===== config.mk =====
export PLATFORM = sky130hd
export DESIGN_NAME = l2_master_sideband
export DESIGN_NICKNAME = d
export VERILOG_FILES = /design/src/l2sb_pkg.sv /design/src/l2sb_side_if.sv /design/src/attr_encoder.sv /design/src/stride_detect.sv /design/src/l2_master_sideband.sv
export VERILOG_INCLUDE_DIRS = /design/src
export SDC_FILE = /design/constraint.sdc
export NUM_CORES = 1
export LEC_CHECK = 0
export BUFFER_PORTS_ARGS = -buffer_cell sky130_fd_sc_hd__clkbuf_2
export CAP_MARGIN = 20
export CORE_ASPECT_RATIO = 0.9
export CORE_UTILIZATION = 40
export CTS_CLUSTER_DIAMETER = 40
export DETAILED_ROUTE_END_ITERATION = 7
export PLACE_DENSITY_LB_ADDON = 0.12
export SYNTH_ARGS = -nofsm -noshare
export SYNTH_HDL_FRONTEND = slang
export SYNTH_SLANG_ARGS = --single-unit

===== constraint.sdc =====
create_clock -name hclk -period 5.25 [get_ports hclk]
set_input_delay 1.05 -clock hclk [delete_from_list [all_inputs] [get_ports hclk]]
set_output_delay 1.05 -clock hclk [all_outputs]
set_load 0.01 [all_outputs]

===== src/l2sb_params.svh =====
// offsets, field positions, reset values and counts of the sideband block
`ifndef L2SB_PARAMS_SVH
`define L2SB_PARAMS_SVH
`define AUX_OFS       8'h00
`define CFG_OFS       8'h04
`define STAT_OFS      8'h08
`define AUX_PFH_BIT   1
`define AUX_ZERO_BIT  3
`define AUX_EXCL_BIT  7
`define CFG_OPT_BIT   0
`define AUX_RESET     1'b0
`define CFG_RESET     1'b0
`define U_EARLY       8
`define U_ZERO        7
`define U_CLEAN       6
`define U_L1EV        5
`define U_HINT        5
`define LINE_LEN      8'h03
`define SINGLE_LEN    8'h00
`define MERGE_LSB     3
`define HINT_USER     7'h3F
`define PF_HITS       2'h2
`endif


===== src/l2sb_pkg.sv =====
// types shared by the sideband block
package l2sb_pkg;
   typedef enum logic [3:0] {
      ATTR_SO   = 4'h0,
      ATTR_DEV  = 4'h1,
      ATTR_NC   = 4'h3,
      ATTR_WT   = 4'h6,
      ATTR_WB   = 4'h7,
      ATTR_WBWA = 4'hF
   } attr_t;
   typedef enum logic [1:0] {
      K_PLAIN = 2'h0,
      K_EVICT = 2'h1,
      K_ZERO  = 2'h2
   } kind_t;
   typedef enum logic [2:0] {
      S_IDLE = 3'b001,
      S_AW   = 3'b010,
      S_AR   = 3'b100
   } state_t;

   function automatic logic is_cacheable(input logic [3:0] a);
      return (a == ATTR_WT) || (a == ATTR_WB) || (a == ATTR_WBWA);
   endfunction : is_cacheable

   function automatic logic is_mergeable(input logic [3:0] a);
      return (a != ATTR_SO) && (a != ATTR_DEV) && !is_cacheable(a);
   endfunction : is_mergeable
endpackage : l2sb_pkg


===== src/l2sb_side_if.sv =====
// attribute and prefetch signals between the block's modules
`timescale 1ns/1ns
interface l2sb_side_if;
   import l2sb_pkg::*;
   logic        write;
   attr_t       attr;
   logic        shared;
   logic        early_ok;
   logic        zero;
   logic        clean;
   logic        l1_evict;
   logic        priv_mode;
   logic        unpriv_store;
   logic [8:0]  awuser;
   logic [6:0]  aruser;
   logic        priv;
   logic        ld_valid;
   logic [31:0] ld_addr;
   logic        pf_enable;
   logic        hint_valid;
   logic [31:0] hint_addr;
   logic        hint_take;
   modport core (output write, attr, shared, early_ok, zero, clean, l1_evict, priv_mode,
                 unpriv_store, ld_valid, ld_addr, pf_enable, hint_take,
                 input awuser, aruser, priv, hint_valid, hint_addr);
   modport enc  (input write, attr, shared, early_ok, zero, clean, l1_evict, priv_mode,
                 unpriv_store, output awuser, aruser, priv);
   modport pf   (input ld_valid, ld_addr, pf_enable, hint_take, output hint_valid, hint_addr);
endinterface : l2sb_side_if


===== src/attr_encoder.sv =====
// user field and protection encoding of one request
`timescale 1ns/1ns
module attr_encoder (
   l2sb_side_if.enc io
);
   import l2sb_pkg::*;
   `include "l2sb_params.svh"

   always_comb begin
      io.awuser              = '0;
      io.awuser[`U_EARLY]    = io.early_ok;
      io.awuser[`U_ZERO]     = io.zero;
      io.awuser[`U_CLEAN]    = io.clean;
      io.awuser[`U_L1EV]     = io.l1_evict;
      io.awuser[4:1]         = io.attr;
      io.awuser[0]           = io.shared;
      io.aruser              = {2'b00, io.attr, io.shared};
      if (io.write && is_cacheable(io.attr)) begin
         io.priv = 1'b1;
      end else begin
         io.priv = io.priv_mode && !(io.write && io.unpriv_store);
      end
   end
endmodule : attr_encoder


===== src/stride_detect.sv =====
// regular-pattern watcher that raises prefetch hints
`timescale 1ns/1ns
`include "l2sb_params.svh"
module stride_detect #(
   parameter logic [1:0] HITS = `PF_HITS
) (
   input  wire logic hclk,
   input  wire logic hresetn,
   l2sb_side_if.pf   io
);
   import l2sb_pkg::*;
   `include "l2sb_params.svh"

   typedef struct packed {
      logic [31:0] last;
      logic [31:0] stride;
      logic [1:0]  hits;
      logic        pend;
      logic [31:0] paddr;
   } pf_state_t;

   pf_state_t s;
   pf_state_t next_s;
   logic [31:0] delta;

   always_comb begin
      next_s = s;
      delta  = io.ld_addr - s.last;
      if (io.hint_take) begin
         next_s.pend = 1'b0;
      end
      if (io.ld_valid) begin
         next_s.last = io.ld_addr;
         if (delta == s.stride && delta != 32'h0) begin
            if (s.hits != HITS) begin
               next_s.hits = s.hits + 2'h1;
            end else begin
               next_s.pend  = 1'b1;
               next_s.paddr = io.ld_addr + s.stride;
            end
         end else begin
            next_s.stride = delta;
            next_s.hits   = 2'h0;
         end
      end
      if (!io.pf_enable) begin
         next_s.pend = 1'b0;
         next_s.hits = 2'h0;
      end
   end

   always_ff @(posedge hclk or negedge hresetn) begin
      if (!hresetn) begin
         s <= '0;
      end else begin
         s <= next_s;
      end
   end

   assign io.hint_valid = s.pend;
   assign io.hint_addr  = s.paddr;
endmodule : stride_detect


===== src/l2_master_sideband.sv =====
// data-side write/read address sideband of the level-2 master port
// Summary of operation
// - write user bit 8 offers early response
// - write user bit 7 marks zero line
// - write user bit 6 marks clean eviction
// - write user bit 5 marks L1 eviction
// - user bits 4:1 attributes, bit 0 shared
// - exclusive mode needs both sides enabled
// - exclusive mode evicts clean victims too
// - optimized requests only if slaves support them
// - prefetch hint is read, user bit 5
// - aux bit 1 enables automatic hints, multiprocessor
// - early write responses always accepted
// - aux bit 3 enables single zero-line write
// - no merge for ordered/device; barriers split
// - cacheable writes always marked privileged
// - otherwise mode decides; unprivileged store user
`timescale 1ns/1ns
module l2_master_sideband #(
   parameter bit MP_CONFIG = 1'b1
) (
   // clock and reset
   input  wire logic          hclk,
   input  wire logic          hresetn,
   // register bus
   input  wire logic          hsel,
   input  wire logic [31:0]   haddr,
   input  wire logic [1:0]    htrans,
   input  wire logic          hwrite,
   input  wire logic [2:0]    hsize,
   input  wire logic [31:0]   hwdata,
   input  wire logic          hready,
   output logic [31:0]        hrdata,
   output logic               hreadyout,
   output logic               hresp,
   // core requests
   input  wire logic          req_valid,
   output logic               req_ready,
   input  wire logic          req_write,
   input  l2sb_pkg::kind_t    req_kind,
   input  wire logic [31:0]   req_addr,
   input  wire logic [63:0]   req_data,
   input  wire logic [7:0]    req_strb,
   input  l2sb_pkg::attr_t    req_attr,
   input  wire logic          req_shared,
   input  wire logic          req_dirty,
   input  wire logic          unprivileged_store_instr,
   input  wire logic          priv_mode,
   input  wire logic          barrier,
   input  wire logic          l2_excl_en,
   // write address and data
   output logic               awvalid,
   input  wire logic          awready,
   output logic [31:0]        awaddr,
   output logic [7:0]         awlen,
   output logic [8:0]         data_write_addr_user_field,
   output logic [2:0]         awprot,
   output logic [63:0]        wdata,
   output logic [7:0]         wstrb,
   // read address
   output logic               arvalid,
   input  wire logic          arready,
   output logic [31:0]        araddr,
   output logic [6:0]         aruser,
   output logic [2:0]         arprot,
   // write response
   input  wire logic          bvalid,
   output logic               bready
);
   import l2sb_pkg::*;
   `include "l2sb_params.svh"

   typedef struct packed {
      state_t      st;
      logic        pfh;
      logic        zero;
      logic        excl;
      logic        opt;
      logic        a_wr;
      logic [7:0]  a_addr;
      logic [31:0] hrdata;
      logic [31:0] awaddr;
      logic [7:0]  awlen;
      logic [8:0]  awuser;
      logic [2:0]  awprot;
      logic [63:0] wdata;
      logic [7:0]  wstrb;
      logic [31:0] araddr;
      logic [6:0]  aruser;
      logic [2:0]  arprot;
      logic        slot_v;
      logic        slot_seal;
      logic [31:0] slot_addr;
      logic [63:0] slot_data;
      logic [7:0]  slot_strb;
      logic [8:0]  slot_user;
      logic [2:0]  slot_prot;
      logic [3:0]  outst;
   } blk_state_t;

   blk_state_t  s;
   blk_state_t  next_s;
   logic        excl_eff;
   logic        zero_go;
   logic        hint_go;
   logic        merge_ok;
   logic        aw_hs;
   logic        acc;
   logic [2:0]  req_prot;
   l2sb_side_if io ();

   attr_encoder enc_i (
      .io (io.enc)
   );

   stride_detect pf_i (
      .hclk    (hclk),
      .hresetn (hresetn),
      .io      (io.pf)
   );

   function automatic logic [31:0] reg_read(input logic [7:0] a, input blk_state_t v);
      logic [31:0] r;
      r = '0;
      if (a == `AUX_OFS) begin
         r[`AUX_PFH_BIT]  = v.pfh;
         r[`AUX_ZERO_BIT] = v.zero;
         r[`AUX_EXCL_BIT] = v.excl;
      end else if (a == `CFG_OFS) begin
         r[`CFG_OPT_BIT] = v.opt;
      end else if (a == `STAT_OFS) begin
         r = {20'h0, v.outst, 4'h0, v.slot_v, v.st == S_AW, v.st == S_AR, excl_eff};
      end
      return r;
   endfunction : reg_read

   assign excl_eff        = s.excl && l2_excl_en;
   assign zero_go         = s.zero && s.opt;
   assign hint_go         = io.hint_valid && s.st == S_IDLE;
   assign aw_hs           = awvalid && awready;
   assign io.write        = req_write;
   assign io.attr         = req_attr;
   assign io.shared       = req_shared;
   assign io.early_ok     = req_write && s.opt;
   assign io.zero         = req_kind == K_ZERO && zero_go;
   assign io.clean        = req_kind == K_EVICT && !req_dirty;
   assign io.l1_evict     = req_kind == K_EVICT;
   assign io.priv_mode    = priv_mode;
   assign io.unpriv_store = unprivileged_store_instr;
   assign io.ld_valid     = req_valid && req_ready && !req_write && req_shared;
   assign io.ld_addr      = req_addr;
   assign io.pf_enable    = s.pfh && s.opt && MP_CONFIG;
   assign io.hint_take    = hint_go;
   assign req_prot        = {2'b00, io.priv};
   assign merge_ok        = s.slot_v && !s.slot_seal && req_write && req_kind == K_PLAIN
                            && is_mergeable(req_attr) && io.awuser == s.slot_user
                            && req_prot == s.slot_prot
                            && req_addr[31:`MERGE_LSB] == s.slot_addr[31:`MERGE_LSB];

   always_comb begin
      next_s = s;
      acc    = 1'b0;
      // register bus, address then data phase
      if (s.a_wr) begin
         if (s.a_addr == `AUX_OFS) begin
            next_s.pfh  = hwdata[`AUX_PFH_BIT];
            next_s.zero = hwdata[`AUX_ZERO_BIT];
            next_s.excl = hwdata[`AUX_EXCL_BIT];
         end else if (s.a_addr == `CFG_OFS) begin
            next_s.opt = hwdata[`CFG_OPT_BIT];
         end
      end
      next_s.a_wr = 1'b0;
      if (hsel && hready && htrans[1]) begin
         next_s.a_wr   = hwrite;
         next_s.a_addr = haddr[7:0];
         if (!hwrite) begin
            next_s.hrdata = reg_read(haddr[7:0], s);
         end
      end
      case (s.st)
         S_IDLE: begin
            if (hint_go) begin
               next_s.araddr = io.hint_addr;
               next_s.aruser = `HINT_USER;
               next_s.arprot = 3'h1;
               next_s.st     = S_AR;
            end else if (req_valid && !req_write) begin
               acc           = 1'b1;
               next_s.araddr = req_addr;
               next_s.aruser = io.aruser;
               next_s.arprot = req_prot;
               next_s.st     = S_AR;
            end else if (req_valid && req_kind == K_EVICT && !req_dirty && !excl_eff) begin
               acc = 1'b1;
            end else if (req_valid && merge_ok) begin
               acc = 1'b1;
               for (int i = 0; i < 8; i++) begin
                  if (req_strb[i]) begin
                     next_s.slot_data[8*i +: 8] = req_data[8*i +: 8];
                  end
               end
               next_s.slot_strb = s.slot_strb | req_strb;
            end else if (s.slot_v) begin
               next_s.awaddr = {s.slot_addr[31:`MERGE_LSB], 3'h0};
               next_s.awlen  = `SINGLE_LEN;
               next_s.awuser = s.slot_user;
               next_s.awprot = s.slot_prot;
               next_s.wdata  = s.slot_data;
               next_s.wstrb  = s.slot_strb;
               next_s.slot_v = 1'b0;
               next_s.st     = S_AW;
            end else if (req_valid && req_kind == K_PLAIN && is_mergeable(req_attr)) begin
               acc              = 1'b1;
               next_s.slot_v    = 1'b1;
               next_s.slot_seal = 1'b0;
               next_s.slot_addr = req_addr;
               next_s.slot_data = req_data;
               next_s.slot_strb = req_strb;
               next_s.slot_user = io.awuser;
               next_s.slot_prot = req_prot;
            end else if (req_valid) begin
               acc           = 1'b1;
               next_s.awaddr = req_addr;
               next_s.awuser = io.awuser;
               next_s.awprot = req_prot;
               next_s.wdata  = req_kind == K_ZERO ? 64'h0 : req_data;
               next_s.wstrb  = req_kind == K_PLAIN ? req_strb : 8'hFF;
               if (req_kind == K_EVICT || (req_kind == K_ZERO && !zero_go)) begin
                  next_s.awlen = `LINE_LEN;
               end else begin
                  next_s.awlen = `SINGLE_LEN;
               end
               next_s.st = S_AW;
            end
         end
         S_AW: begin
            if (awready) begin
               next_s.st = S_IDLE;
            end
         end
         S_AR: begin
            if (arready) begin
               next_s.st = S_IDLE;
            end
         end
         default: begin
            next_s.st = S_IDLE;
         end
      endcase
      if (barrier) begin
         next_s.slot_seal = 1'b1;
      end
      if (aw_hs && !bvalid) begin
         next_s.outst = s.outst + 4'h1;
      end else if (bvalid && !aw_hs && s.outst != 4'h0) begin
         next_s.outst = s.outst - 4'h1;
      end
   end

   always_ff @(posedge hclk or negedge hresetn) begin
      if (!hresetn) begin
         s      <= '0;
         s.st   <= S_IDLE;
         s.pfh  <= `AUX_RESET;
         s.zero <= `AUX_RESET;
         s.excl <= `AUX_RESET;
         s.opt  <= `CFG_RESET;
      end else begin
         s <= next_s;
      end
   end

   assign req_ready                  = acc;
   assign hrdata                     = s.hrdata;
   assign hreadyout                  = 1'b1;
   assign hresp                      = 1'b0;
   assign awvalid                    = s.st == S_AW;
   assign awaddr                     = s.awaddr;
   assign awlen                      = s.awlen;
   assign data_write_addr_user_field = s.awuser;
   assign awprot                     = s.awprot;
   assign wdata                      = s.wdata;
   assign wstrb                      = s.wstrb;
   assign arvalid                    = s.st == S_AR;
   assign araddr                     = s.araddr;
   assign aruser                     = s.aruser;
   assign arprot                     = s.arprot;
   assign bready                     = 1'b1;
endmodule : l2_master_sideband


==> results.cfg, run 1 <==
[synth]
synth.avg_cell_area_um2 = 9.65
yosys.area.top_type = dfrtp_1
synth.area.top_cells = dfrtp_1 43%, buf_4 6.7%, nand2_1 6.0%, o21ai_0 4.9%, mux2_2 4.4%
synth_edf_count = 0
ys_seq_area_share_pct = 43.4
yosys_most_used_dff = dfrtp_1
async_flop_share_pct = 100
syn_area_mm2 = 0.0228
yosysMostFrequentCell = dfrtp_1
synth_commonest_cells = 394 x dfrtp_1, 367 x nand2_1, 221 x o21ai_0
syn_inst = 2360
ys_seq_elements = 395
synth_top_area_share_pct = 43.3
yosys.cell_types.count = 88
yosys_warnings = 0

[floorplan]
die_area_mm2 = 0.0579
std_cell_rows = 82
die_x_um = 254
die_h_um = 228
ioPinCount = 399
start_util_pct = 40.7
core_area_mm2 = 0.0560

[global_routing]
grt_pass1_vias = 17700
overflow = 0
antenna_found_initial = 2
grt_usage_pct = 23.0
grt_max_degree = 117
grt_pass1_wl_um = 103000

[timing]
fin_ws_ps = 454
maxSlewHeadroom_pct = 26.9
rsz0062_at_grt = no
clock.fmax_ghz = 0.208
fin_skew_ps = 23.7
setup_tns_ps = 0
finalSetupViolCount = 0
hold_viol_final = 0
worst-slew-pin-transition_ps = 1100
period_minus_slack_ps = 4800
maxSlewViolCount = 0
period_share_pct = 91.4

[drt]
drt-total-wl_um = 66600
drc = 0
ant_nets = 0
wire_per_inst_um = 19.6
vias = 17800
vias_per_cell = 5.24
drt-initial-drc-count = 1211
first_pass_iters = 8

[clock_network]
clkTransAtPathRegs_ps = 50
cts_tree = built
cts.repair.resized = 0
ctsHtreeMaxLevel = 3
clkSinkCount = 395
insertion_delay_ps = 600
ctsHoldBuffers = 0
cts.path.max_buffers = 3
cts_setup_buffers = 0
numCtsBuffers = 70
cts-root-buf = clkbuf_16

[critical_path]
max_stage_delay_ps = 550
critPathArrivalTime_ps = 5250
cp_max_fo = 33
cp.required_ps = 5710
crit_chain = clkbuf_2 -> inv_1 -> ha_1 -> inv_1 -> fa_1 -> a211oi_1 -> o21ai_1 -> and2_1 -> a32o_1 -> a211oi_1 -> xor2_1 -> or4_1 -> and4b_1 -> and2_4 -> nand4_4 -> buf_12 -> mux2_1
slowest_stage = a211oi_1
r2r_cells = 15
crit_path_end_kind = register
worst-setup-path-type = input port to register
critPathLaunchType = input port

[min_path]
hold_class = input port to asynchronous set/reset pin

[pwr]
pwr-share-comb_pct = 42.6
peakVddDrop_v = 0.000281
p_leak_nw = 12.8
p_int_mw = 10.4
pwr-share-clk_pct = 27.8
p_seq_share_pct = 29.6
p_sw_mw = 6.68
finalPower_mw = 17.1
powerDensity_mw_per_mm2 = 635
switching_share_pct = 39.0

[finish]
multi_input_area_mm2 = 0.0109
regArea_mm2 = 0.00989
nets = 2850
stdcell_count = 3399
fillerInstances = 5335
postLayoutCoreUtil_pct = 48.1
layout-drive-gt1-share_pct = 25.3
area_growth_pct = 18.3

[run_status]
outcome = complete, no violations

[placement]
dp_hpwl_um = 49800
place_inst = 3270
gp_congestion = 0.878
place_ws_ps = -86.3
io_buffers = 305

[flow_run]
maxCapViolCount = 0
==> power by group through the flow <==
| stage | clock [mW] | combinational (mW) | sequential (mW) |
|---|---|---|---|
| 2_1_floorplan | 0 | 5.55 | 4.82 |
| 3_3_place_gp | 0 | 7.18 | 5.07 |
| 3_5_place_dp | 0 | 7.28 | 5.12 |
| 4_1_cts | 4.87 | 7.31 | 5.08 |
| 5_1_grt | 5.01 | 8.06 | 5.24 |
| 6_report | 4.75 | 7.29 | 5.07 |
==> registers in the layout, summed over array words and instances, names as in the netlist, 6 cells and up <==
| register | count |
|---|---|
| data_write_addr_user_field | 9 |
| pf_i.s | 66 |
| awaddr | 32 |
| s | 133 |
| araddr | 32 |
| aruser | 6 |
| pf_i.io.hint_addr | 32 |
| wstrb | 8 |
| hrdata | 9 |
| wdata | 64 |
==> routing by layer <==
layer	vias up	track usage, %	wire length (um)
met5	-	0	0
met4	0	7.01	1660
met3	99	4.54	3560
met2	410	37.6	31500
met1	8692	30.6	29900
li1	8594	-	-
==> final timing paths <==
check / slack [ps] / start / end
min: 480 / hresetn / wdata[8]
max reg2reg: 700 / pf_i.s[67] / pf_i.io.hint_addr[9]
min in group hclk: 480 / s[16] / s[16]
min reg2reg: 480 / s[16] / s[16]
max: 450 / req_addr[0] / pf_i.io.hint_addr[9]
max in group asynchronous: 3400 / hresetn / pf_i.s[88]
==> layout make-up <==
class / count / area share (%)
Antenna cell: 2 / 0.0186
Multi-Input combinational cell: 1629 / 40.3
Clock inverter: 47 / 2.31
Sequential cell: 395 / 36.7
Clock buffer: 80 / 6.82
Inverter: 62 / 0.863
Tap cell: 756 / 3.51
Timing Repair Buffer: 428 / 9.50
==> logic make-up (layout without fill, tap and decap cells) <==
family | count (synthesis) | count (layout) | synth area share [%]
muxes | 206 | 206 | 9.78
adders and majority gates | 69 | 69 | 3.89
buffers and inverters | 371 | 617 | 9.64
AOI/OAI and AO/OA | 568 | 568 | 15.9
DFF | 395 | 395 | 43.4
and+or+nand+nor | 639 | 639 | 12.7
other | 2 | 39 | 0.0330
xor gates and xnor gates | 110 | 110 | 4.66
==> cells in the final DEF, fill, tap and decap left out, types with 60 or more instances in the layout <==
master,n
clkbuf_2,304
a21oi_1,85
nand2_1,366
a22oi_1,67
mux2_2,90
nor2_1,80
dfrtp_1,393
ha_1,66
mux2i_1,73
o21ai_0,220
clkbuf_16,70
inv_1,60
xnor2_1,64
buf_4,115
==> critical path: cells and delay by family <==
family                   cells  cell delay (ps)
AO/OA/AOI/OAI                4             1380
AND/OR/NAND/NOR              5             1370
adder cells (fa/ha/maj)      2              570
buffers and inverters        4              410
multiplexers                 1              340
XOR/XNOR                     1              130
==> through the flow <==
stage          instance area, um^2  hold slack, ps
2_1_floorplan                22900             440
3_3_place_gp                 24500             461
3_5_place_dp                 24500             464
4_1_cts                      27000             478
5_1_grt                      27000             497
6_report                     27000             476
Power figures use the tool's default switching activity.
==> run 2: changes to the inputs <==
--- a/config.mk
+++ b/config.mk
@@ -6,6 +6,7 @@
 export SDC_FILE = /design/constraint.sdc
 export NUM_CORES = 1
 export LEC_CHECK = 0
+export ABC_AREA = 1
 export BUFFER_PORTS_ARGS = -buffer_cell sky130_fd_sc_hd__clkbuf_2
 export CAP_MARGIN = 20
 export CORE_ASPECT_RATIO = 0.9
@@ -13,6 +14,7 @@
 export CTS_CLUSTER_DIAMETER = 40
 export DETAILED_ROUTE_END_ITERATION = 7
 export PLACE_DENSITY_LB_ADDON = 0.12
+export SLEW_MARGIN = 20
 export SYNTH_ARGS = -nofsm -noshare
 export SYNTH_HDL_FRONTEND = slang
 export SYNTH_SLANG_ARGS = --single-unit
==> run 2 against run 1 <==
Non-clock buffer count down 89. Global-route usage up 3.1 points. Cell area up 4.2%. Clock-buffer cell count up 4. Flip-flop and latch count unchanged. Clock skew up 5.1 ps. Synthesized area up 7.3%. First-iteration DRC count up 60%. Largest cell class unchanged. Core utilization down 1.4 points. Sequential power down 1%. Wire length up 23%.
==> results.cfg, run 2 <==
[critical_path]
cp_max_fo = 5
worst-setup-path-type = input port to output port
cp_num_buf_inv = 2
crit_chain = clkbuf_2 -> xnor2_1 -> nand3b_1 -> nor4_1 -> nand3_1 -> nor2_1 -> nand3_1 -> a21oi_1 -> clkbuf_2
r2r-end = wdata[29]
max_stage_delay_ps = 510
slowest_stage = nor4_1
crit_path_end_kind = output port
cp.required_ps = 4200
crit_family = simple AND/OR/NAND/NOR gates
critPathLaunchType = input port
critPathArrivalTime_ps = 3250
reg2reg_from = s[333]
r2r_slack_ps = 1080
r2r_cells = 15

[placement]
gp_congestion = 0.904
place_ws_ps = 698
dp_hpwl_um = 61800
io_buffers = 305
place_area_mm2 = 0.0255

[timing]
fin_ws_ps = 946
period_minus_slack_ps = 4300
rsz0062_at_grt = no
period_share_pct = 82.0
hold_viol_final = 0
setup_tns_ps = 0
finalHoldWorstSlack_ps = 408
maxSlewViolCount = 0
finalSetupViolCount = 0
clock.fmax_ghz = 0.232
fin_skew_ps = 28.8
maxSlewHeadroom_pct = 29.1
worst-slew-pin-transition_ps = 1060

[flow_run]
maxCapViolCount = 0

[synth]
ys_seq_area_share_pct = 40.4
yosys.cell_types.count = 57
async_flop_share_pct = 100
yosys_most_used_dff = dfrtp_1
synth_top_area_share_pct = 40.3
synth_edf_count = 0
synth.area.top_cells = dfrtp_1 40%, nand2_1 15%, buf_4 6.4%, o21ai_0 6.1%, inv_1 5.4%
yosys_warnings = 0
ys_seq_elements = 395
synth.avg_cell_area_um2 = 7.31
syn_area_mm2 = 0.0245
yosysMostFrequentCell = nand2_1
yosys.area.top_type = dfrtp_1
syn_inst = 3346
synth_commonest_cells = 996 x nand2_1, 394 x dfrtp_1, 353 x inv_1

[clock_network]
clkSinkCount = 395
cts-root-buf = clkbuf_16
clkTransAtPathRegs_ps = 60
ctsHoldBuffers = 0
ctsHtreeMaxLevel = 3
insertion_delay_ps = 620
cts_setup_buffers = 0
cts.path.max_buffers = 3
cts.repair.resized = 0
cts_tree = built
numCtsBuffers = 74

[finish]
layout-drive-gt1-share_pct = 14.8
regMostFlops = s
final_area_mm2 = 0.0281
nets = 3749
fillerInstances = 6057
final_cell_mix = 994 x nand2_1, 393 x dfrtp_1, 353 x inv_1
postLayoutCoreUtil_pct = 46.7
area_growth_pct = 14.9
final_common_cell = nand2_1
largest_reg_flops = 133

[floorplan]
die_x_um = 263
ioPinCount = 399
die_area_mm2 = 0.0621
die_h_um = 237
std_cell_rows = 85
core_area_mm2 = 0.0601
start_util_pct = 40.7

[global_routing]
grt_pass1_wl_um = 125000
overflow = 0
grt_usage_pct = 26.1
grt_max_degree = 124
antenna_found_initial = 4
grt_pass1_vias = 20900

[pwr]
switching_share_pct = 43.9
peakVddDrop_v = 0.000326
pwr-share-comb_pct = 43.7
pwr-share-clk_pct = 28.0
p_leak_nw = 14.5
p_seq_share_pct = 28.4
p_sw_mw = 7.75
p_int_mw = 9.89
powerDensity_mw_per_mm2 = 628

[drt]
ant_nets = 0
drc = 0
wire_per_inst_um = 18.9
vias = 22300
vias_per_cell = 5.14
drt-total-wl_um = 81900
drt-initial-drc-count = 1943
first_pass_iters = 5

[run_status]
outcome = complete, no violations

[min_path]
hold_class = input port to asynchronous set/reset pin
[run 2: cell types whose count changed in the layout (fill, tap and decap cells not counted), moves of 79 or more]
cell / delta
buf_4: -87
inv_1: +293
mux2_2: -81
nand2_1: +628
nand3_1: +237
nor2_1: +122
o21ai_0: +79
o21ai_1: +79
[run 2: layout make-up]
type                            instances  area (um^2)  area share, %
Clock inverter                         52          689           2.45
Antenna cell                            4         10.0         0.0356
Multi-Input combinational cell       2313        11400           40.5
Tap cell                              783          980           3.49
Inverter                              362         1360           4.85
Clock buffer                           84         1930           6.87
Sequential cell                       395         9890           35.2
Timing Repair Buffer                  339         1860           6.61
[run 2: metrics by stage]
step | power, mW | std cells
floorplan | 10.7 | 3381
global placement | 12.5 | 4192
detailed placement | 12.7 | 4192
CTS | 17.7 | 4328
global route | 19.0 | 4332
finish | 17.6 | 4332
[run 2: power groups by stage]
| stage | clock, mW | combinational, mW | sequential, mW |
|---|---|---|---|
| 2_1_floorplan | 0 | 5.93 | 4.78 |
| 3_3_place_gp | 0 | 7.56 | 4.99 |
| 3_5_place_dp | 0 | 7.64 | 5.03 |
| 4_1_cts | 5.03 | 7.69 | 5.00 |
| 5_1_grt | 5.17 | 8.64 | 5.14 |
| 6_report | 4.94 | 7.70 | 5.00 |
[run 2: metal layers]
metal / global-route usage [%] / share of wire [%] / up-vias
met5: 0 / 0 / -
met4: 7.50 / 2.6 / 0
met3: 3.87 / 5.4 / 117
met2: 39.2 / 43 / 671
met1: 38.8 / 49 / 10600
li1: - / - / 10900
[run 2: worst max-delay path by stage]
| stage | depth (start not counted) | to | startpoint | slack (ps) |
|---|---|---|---|---|
| 6_report | 9 | req_ready | req_addr[23] | 950 |
| 5_1_grt | 15 | wdata[15] | s[333] | 630 |
| 4_1_cts | 15 | wdata[20] | s[333] | 940 |
| 3_5_place_dp | 22 | pf_i.s[61] | req_addr[0] | 700 |
| 3_3_place_gp | 22 | pf_i.s[66] | req_addr[0] | 680 |
| 2_1_floorplan | 23 | pf_i.s[39] | req_addr[0] | 1760 |
[run 2: cell families (layout without fill, tap and decap cells)]
group / count (synthesis) / in the layout / share of synthesized area (%)
XOR/XNOR: 61 / 61 / 2.18
buffers and inverters: 673 / 837 / 13.7
adder cells (fa/ha/maj): 69 / 69 / 3.62
multiplexers: 10 / 10 / 0.455
other: 2 / 41 / 0.0307
flip-flops: 395 / 395 / 40.4
AO/OA/AOI/OAI: 549 / 549 / 12.4
AND/OR/NAND/NOR: 1587 / 1587 / 27.1
[run 2: worst register-to-register path: stages, from the launching register on]
cell,delay (ps)
dfstp_2,530
inv_1,50
nor3_1,550
inv_1,220
nor2_1,280
inv_1,90
nor2_1,170
inv_1,80
nor2_1,140
inv_1,120
a21oi_1,240
nand2_4,90
clkinv_2,610
buf_4,600
nand3_1,160
o21a_1,140
==> run 3: changes to the inputs <==
==> constraint.sdc (replaced) <==
create_clock -name hclk -period 4.2 [get_ports hclk]
set_input_delay 0.84 -clock hclk [delete_from_list [all_inputs] [get_ports hclk]]
set_output_delay 0.84 -clock hclk [all_outputs]
set_load 0.01 [all_outputs]
==> run 3 against run 2 <==
Critical path depth up 1. Wire length grew 1.3%. Largest cell class unchanged. Global-route usage rose by 0.25 points. Worst hold slack got worse by 95 ps. Clock power rose by 23%. Register-to-register slack worse by 430 ps. Flip-flop and latch count stayed put. Total power rose by 26%.
==> results.cfg, run 3 (synthesis results as in run 2) <==
[timing]
fin_ws_ps = 165
maxSlewViolCount = 0
fin_skew_ps = 32.7
maxSlewHeadroom_pct = 37.3
rsz0062_at_grt = no
period_share_pct = 96.1
worst-slew-pin-transition_ps = 941
finalSetupViolCount = 0
setup_tns_ps = 0
hold_viol_final = 0
clock.fmax_ghz = 0.248
period_minus_slack_ps = 4040

[run_status]
outcome = complete, no violations

[finish]
final_cell_mix = 994 x nand2_1, 393 x dfrtp_1, 353 x inv_1
largest_reg_flops = 133
final_common_cell = nand2_1
regMostFlops = s
layout-drive-gt1-share_pct = 15.8
area_growth_pct = 16.3
nets = 3791

[pwr]
p_leak_nw = 14.7
powerDensity_mw_per_mm2 = 780
peakVddDrop_v = 0.000314

[clock_network]
insertion_delay_ps = 610
clkTransAtPathRegs_ps = 40
cts_tree = built
cts.repair.resized = 0
cts.path.max_buffers = 3
ctsHoldBuffers = 0
numCtsBuffers = 70
clkSinkCount = 395
cts-root-buf = clkbuf_16
ctsHtreeMaxLevel = 3
cts_setup_buffers = 0

[placement]
gp_congestion = 0.937
io_buffers = 305
place_ws_ps = 42.7
dp_hpwl_um = 63100

[critical_path]
max_stage_delay_ps = 460
critPathLaunchType = input port
worst-setup-path-type = input port to output port
slowest_stage = xnor2_1
cp_num_buf_inv = 3
critPathArrivalTime_ps = 3200
cp.required_ps = 3360
cp_max_fo = 4
crit_path_end_kind = output port
crit_family = simple AND/OR/NAND/NOR gates
crit_chain = clkbuf_2 -> buf_4 -> xnor2_1 -> nand2_1 -> nor3b_1 -> nand4_1 -> nor2_1 -> nand3_1 -> a21oi_1 -> clkbuf_2
crit_top_cell = clkbuf_2

[global_routing]
grt_pass1_vias = 20900
grt_max_degree = 124
antenna_found_initial = 4
grt_usage_pct = 26.4
grt_pass1_wl_um = 126000
overflow = 0

[flow_run]
maxCapViolCount = 0

[drt]
drc = 0
vias_per_cell = 5.15
drt-initial-drc-count = 2027
ant_nets = 0
drt-total-wl_um = 83000
vias = 22500
first_pass_iters = 6
wire_per_inst_um = 19.0

[floorplan]
ioPinCount = 399
die_h_um = 237
std_cell_rows = 85
die_area_mm2 = 0.0621
start_util_pct = 40.7
core_area_mm2 = 0.0601
die_x_um = 263

[min_path]
hold_class = input port to asynchronous set/reset pin
run 3: cell types whose count changed in the layout (fill, tap and decap cells not counted), sizes merged:
cell / delta
inv: +5
clkinv: -9
buf: +46
bufinv: +2
clkinvlp: -4
clkbuf: -1
run 3: final cells by class:
type,instances,area (um^2)
Fill cell,6051,31700
Clock buffer,83,1870
Inverter,362,1360
Multi-Input combinational cell,2313,11400
Timing Repair Buffer,385,2270
Sequential cell,395,9890
Tap cell,783,980
Clock inverter,46,672
Antenna cell,4,10.0
run 3: power by group:
| group | switching [mW] | leakage [nW] | internal, mW | total (mW) |
|---|---|---|---|---|
| registers | 0.986 | 5.01 | 5.26 | 6.25 |
| clock network | 2.19 | 1.22 | 3.88 | 6.07 |
| logic | 6.49 | 8.50 | 3.36 | 9.85 |
run 3: worst paths after layout:
path / endpoint / cells past startpoint / startpoint / slack [ps]
setup / recovery: req_ready / 10 / req_addr[3] / 160
hold / removal: pf_i.io.hint_addr[23] / 1 / hresetn / 310
setup reg to reg: pf_i.s[63] / 23 / pf_i.s[67] / 650
hold reg to reg: s[3] / 1 / s[3] / 470
max in group asynchronous: s[85] / 2 / hresetn / 2930
min in group hclk: s[335] / 2 / arready / 440
run 3: worst reg2reg max path: stages, from the launching register on:
cell and delay [ps]:
dfrtp_1 380, ha_1 160, inv_1 50, fa_1 430, nand2_1 130, nand2_1 80, nand3_1 90, nand2_1 120
nand2_1 130, nand2_1 190, nand2_1 180, nand2_1 80, nand2_1 70, nand2_1 120, nand2_1 80, nand2_1 50
nor2_1 150, nand3_1 90, nor2_1 290, nand2_2 110, nand2_2 130, buf_12 180, nand2_1 80, o21ai_1 80
run 3: metrics by stage:
step           instances  power, mW  hold slack, ps  util [%]  cell area [um^2]
2_1_floorplan       3381       13.4             442         -             24600
3_3_place_gp        4238       15.9             455      43.1             25900
3_5_place_dp        4238       16.0             458      43.1             25900
4_1_cts             4367       22.2             326      47.3             28400
5_1_grt             4371       23.8             360      47.3             28400
6_report            4371       22.2             314      47.3             28400
run 3: layer usage:
layer / GRT usage (%) / part of all wire [%] / up-vias
met1: 38.7 / 48 / 10700
met2: 39.1 / 43 / 726
li1: - / - / 11000
met3: 4.61 / 6.4 / 128
met4: 8.72 / 2.9 / 0
met5: 0 / 0 / -
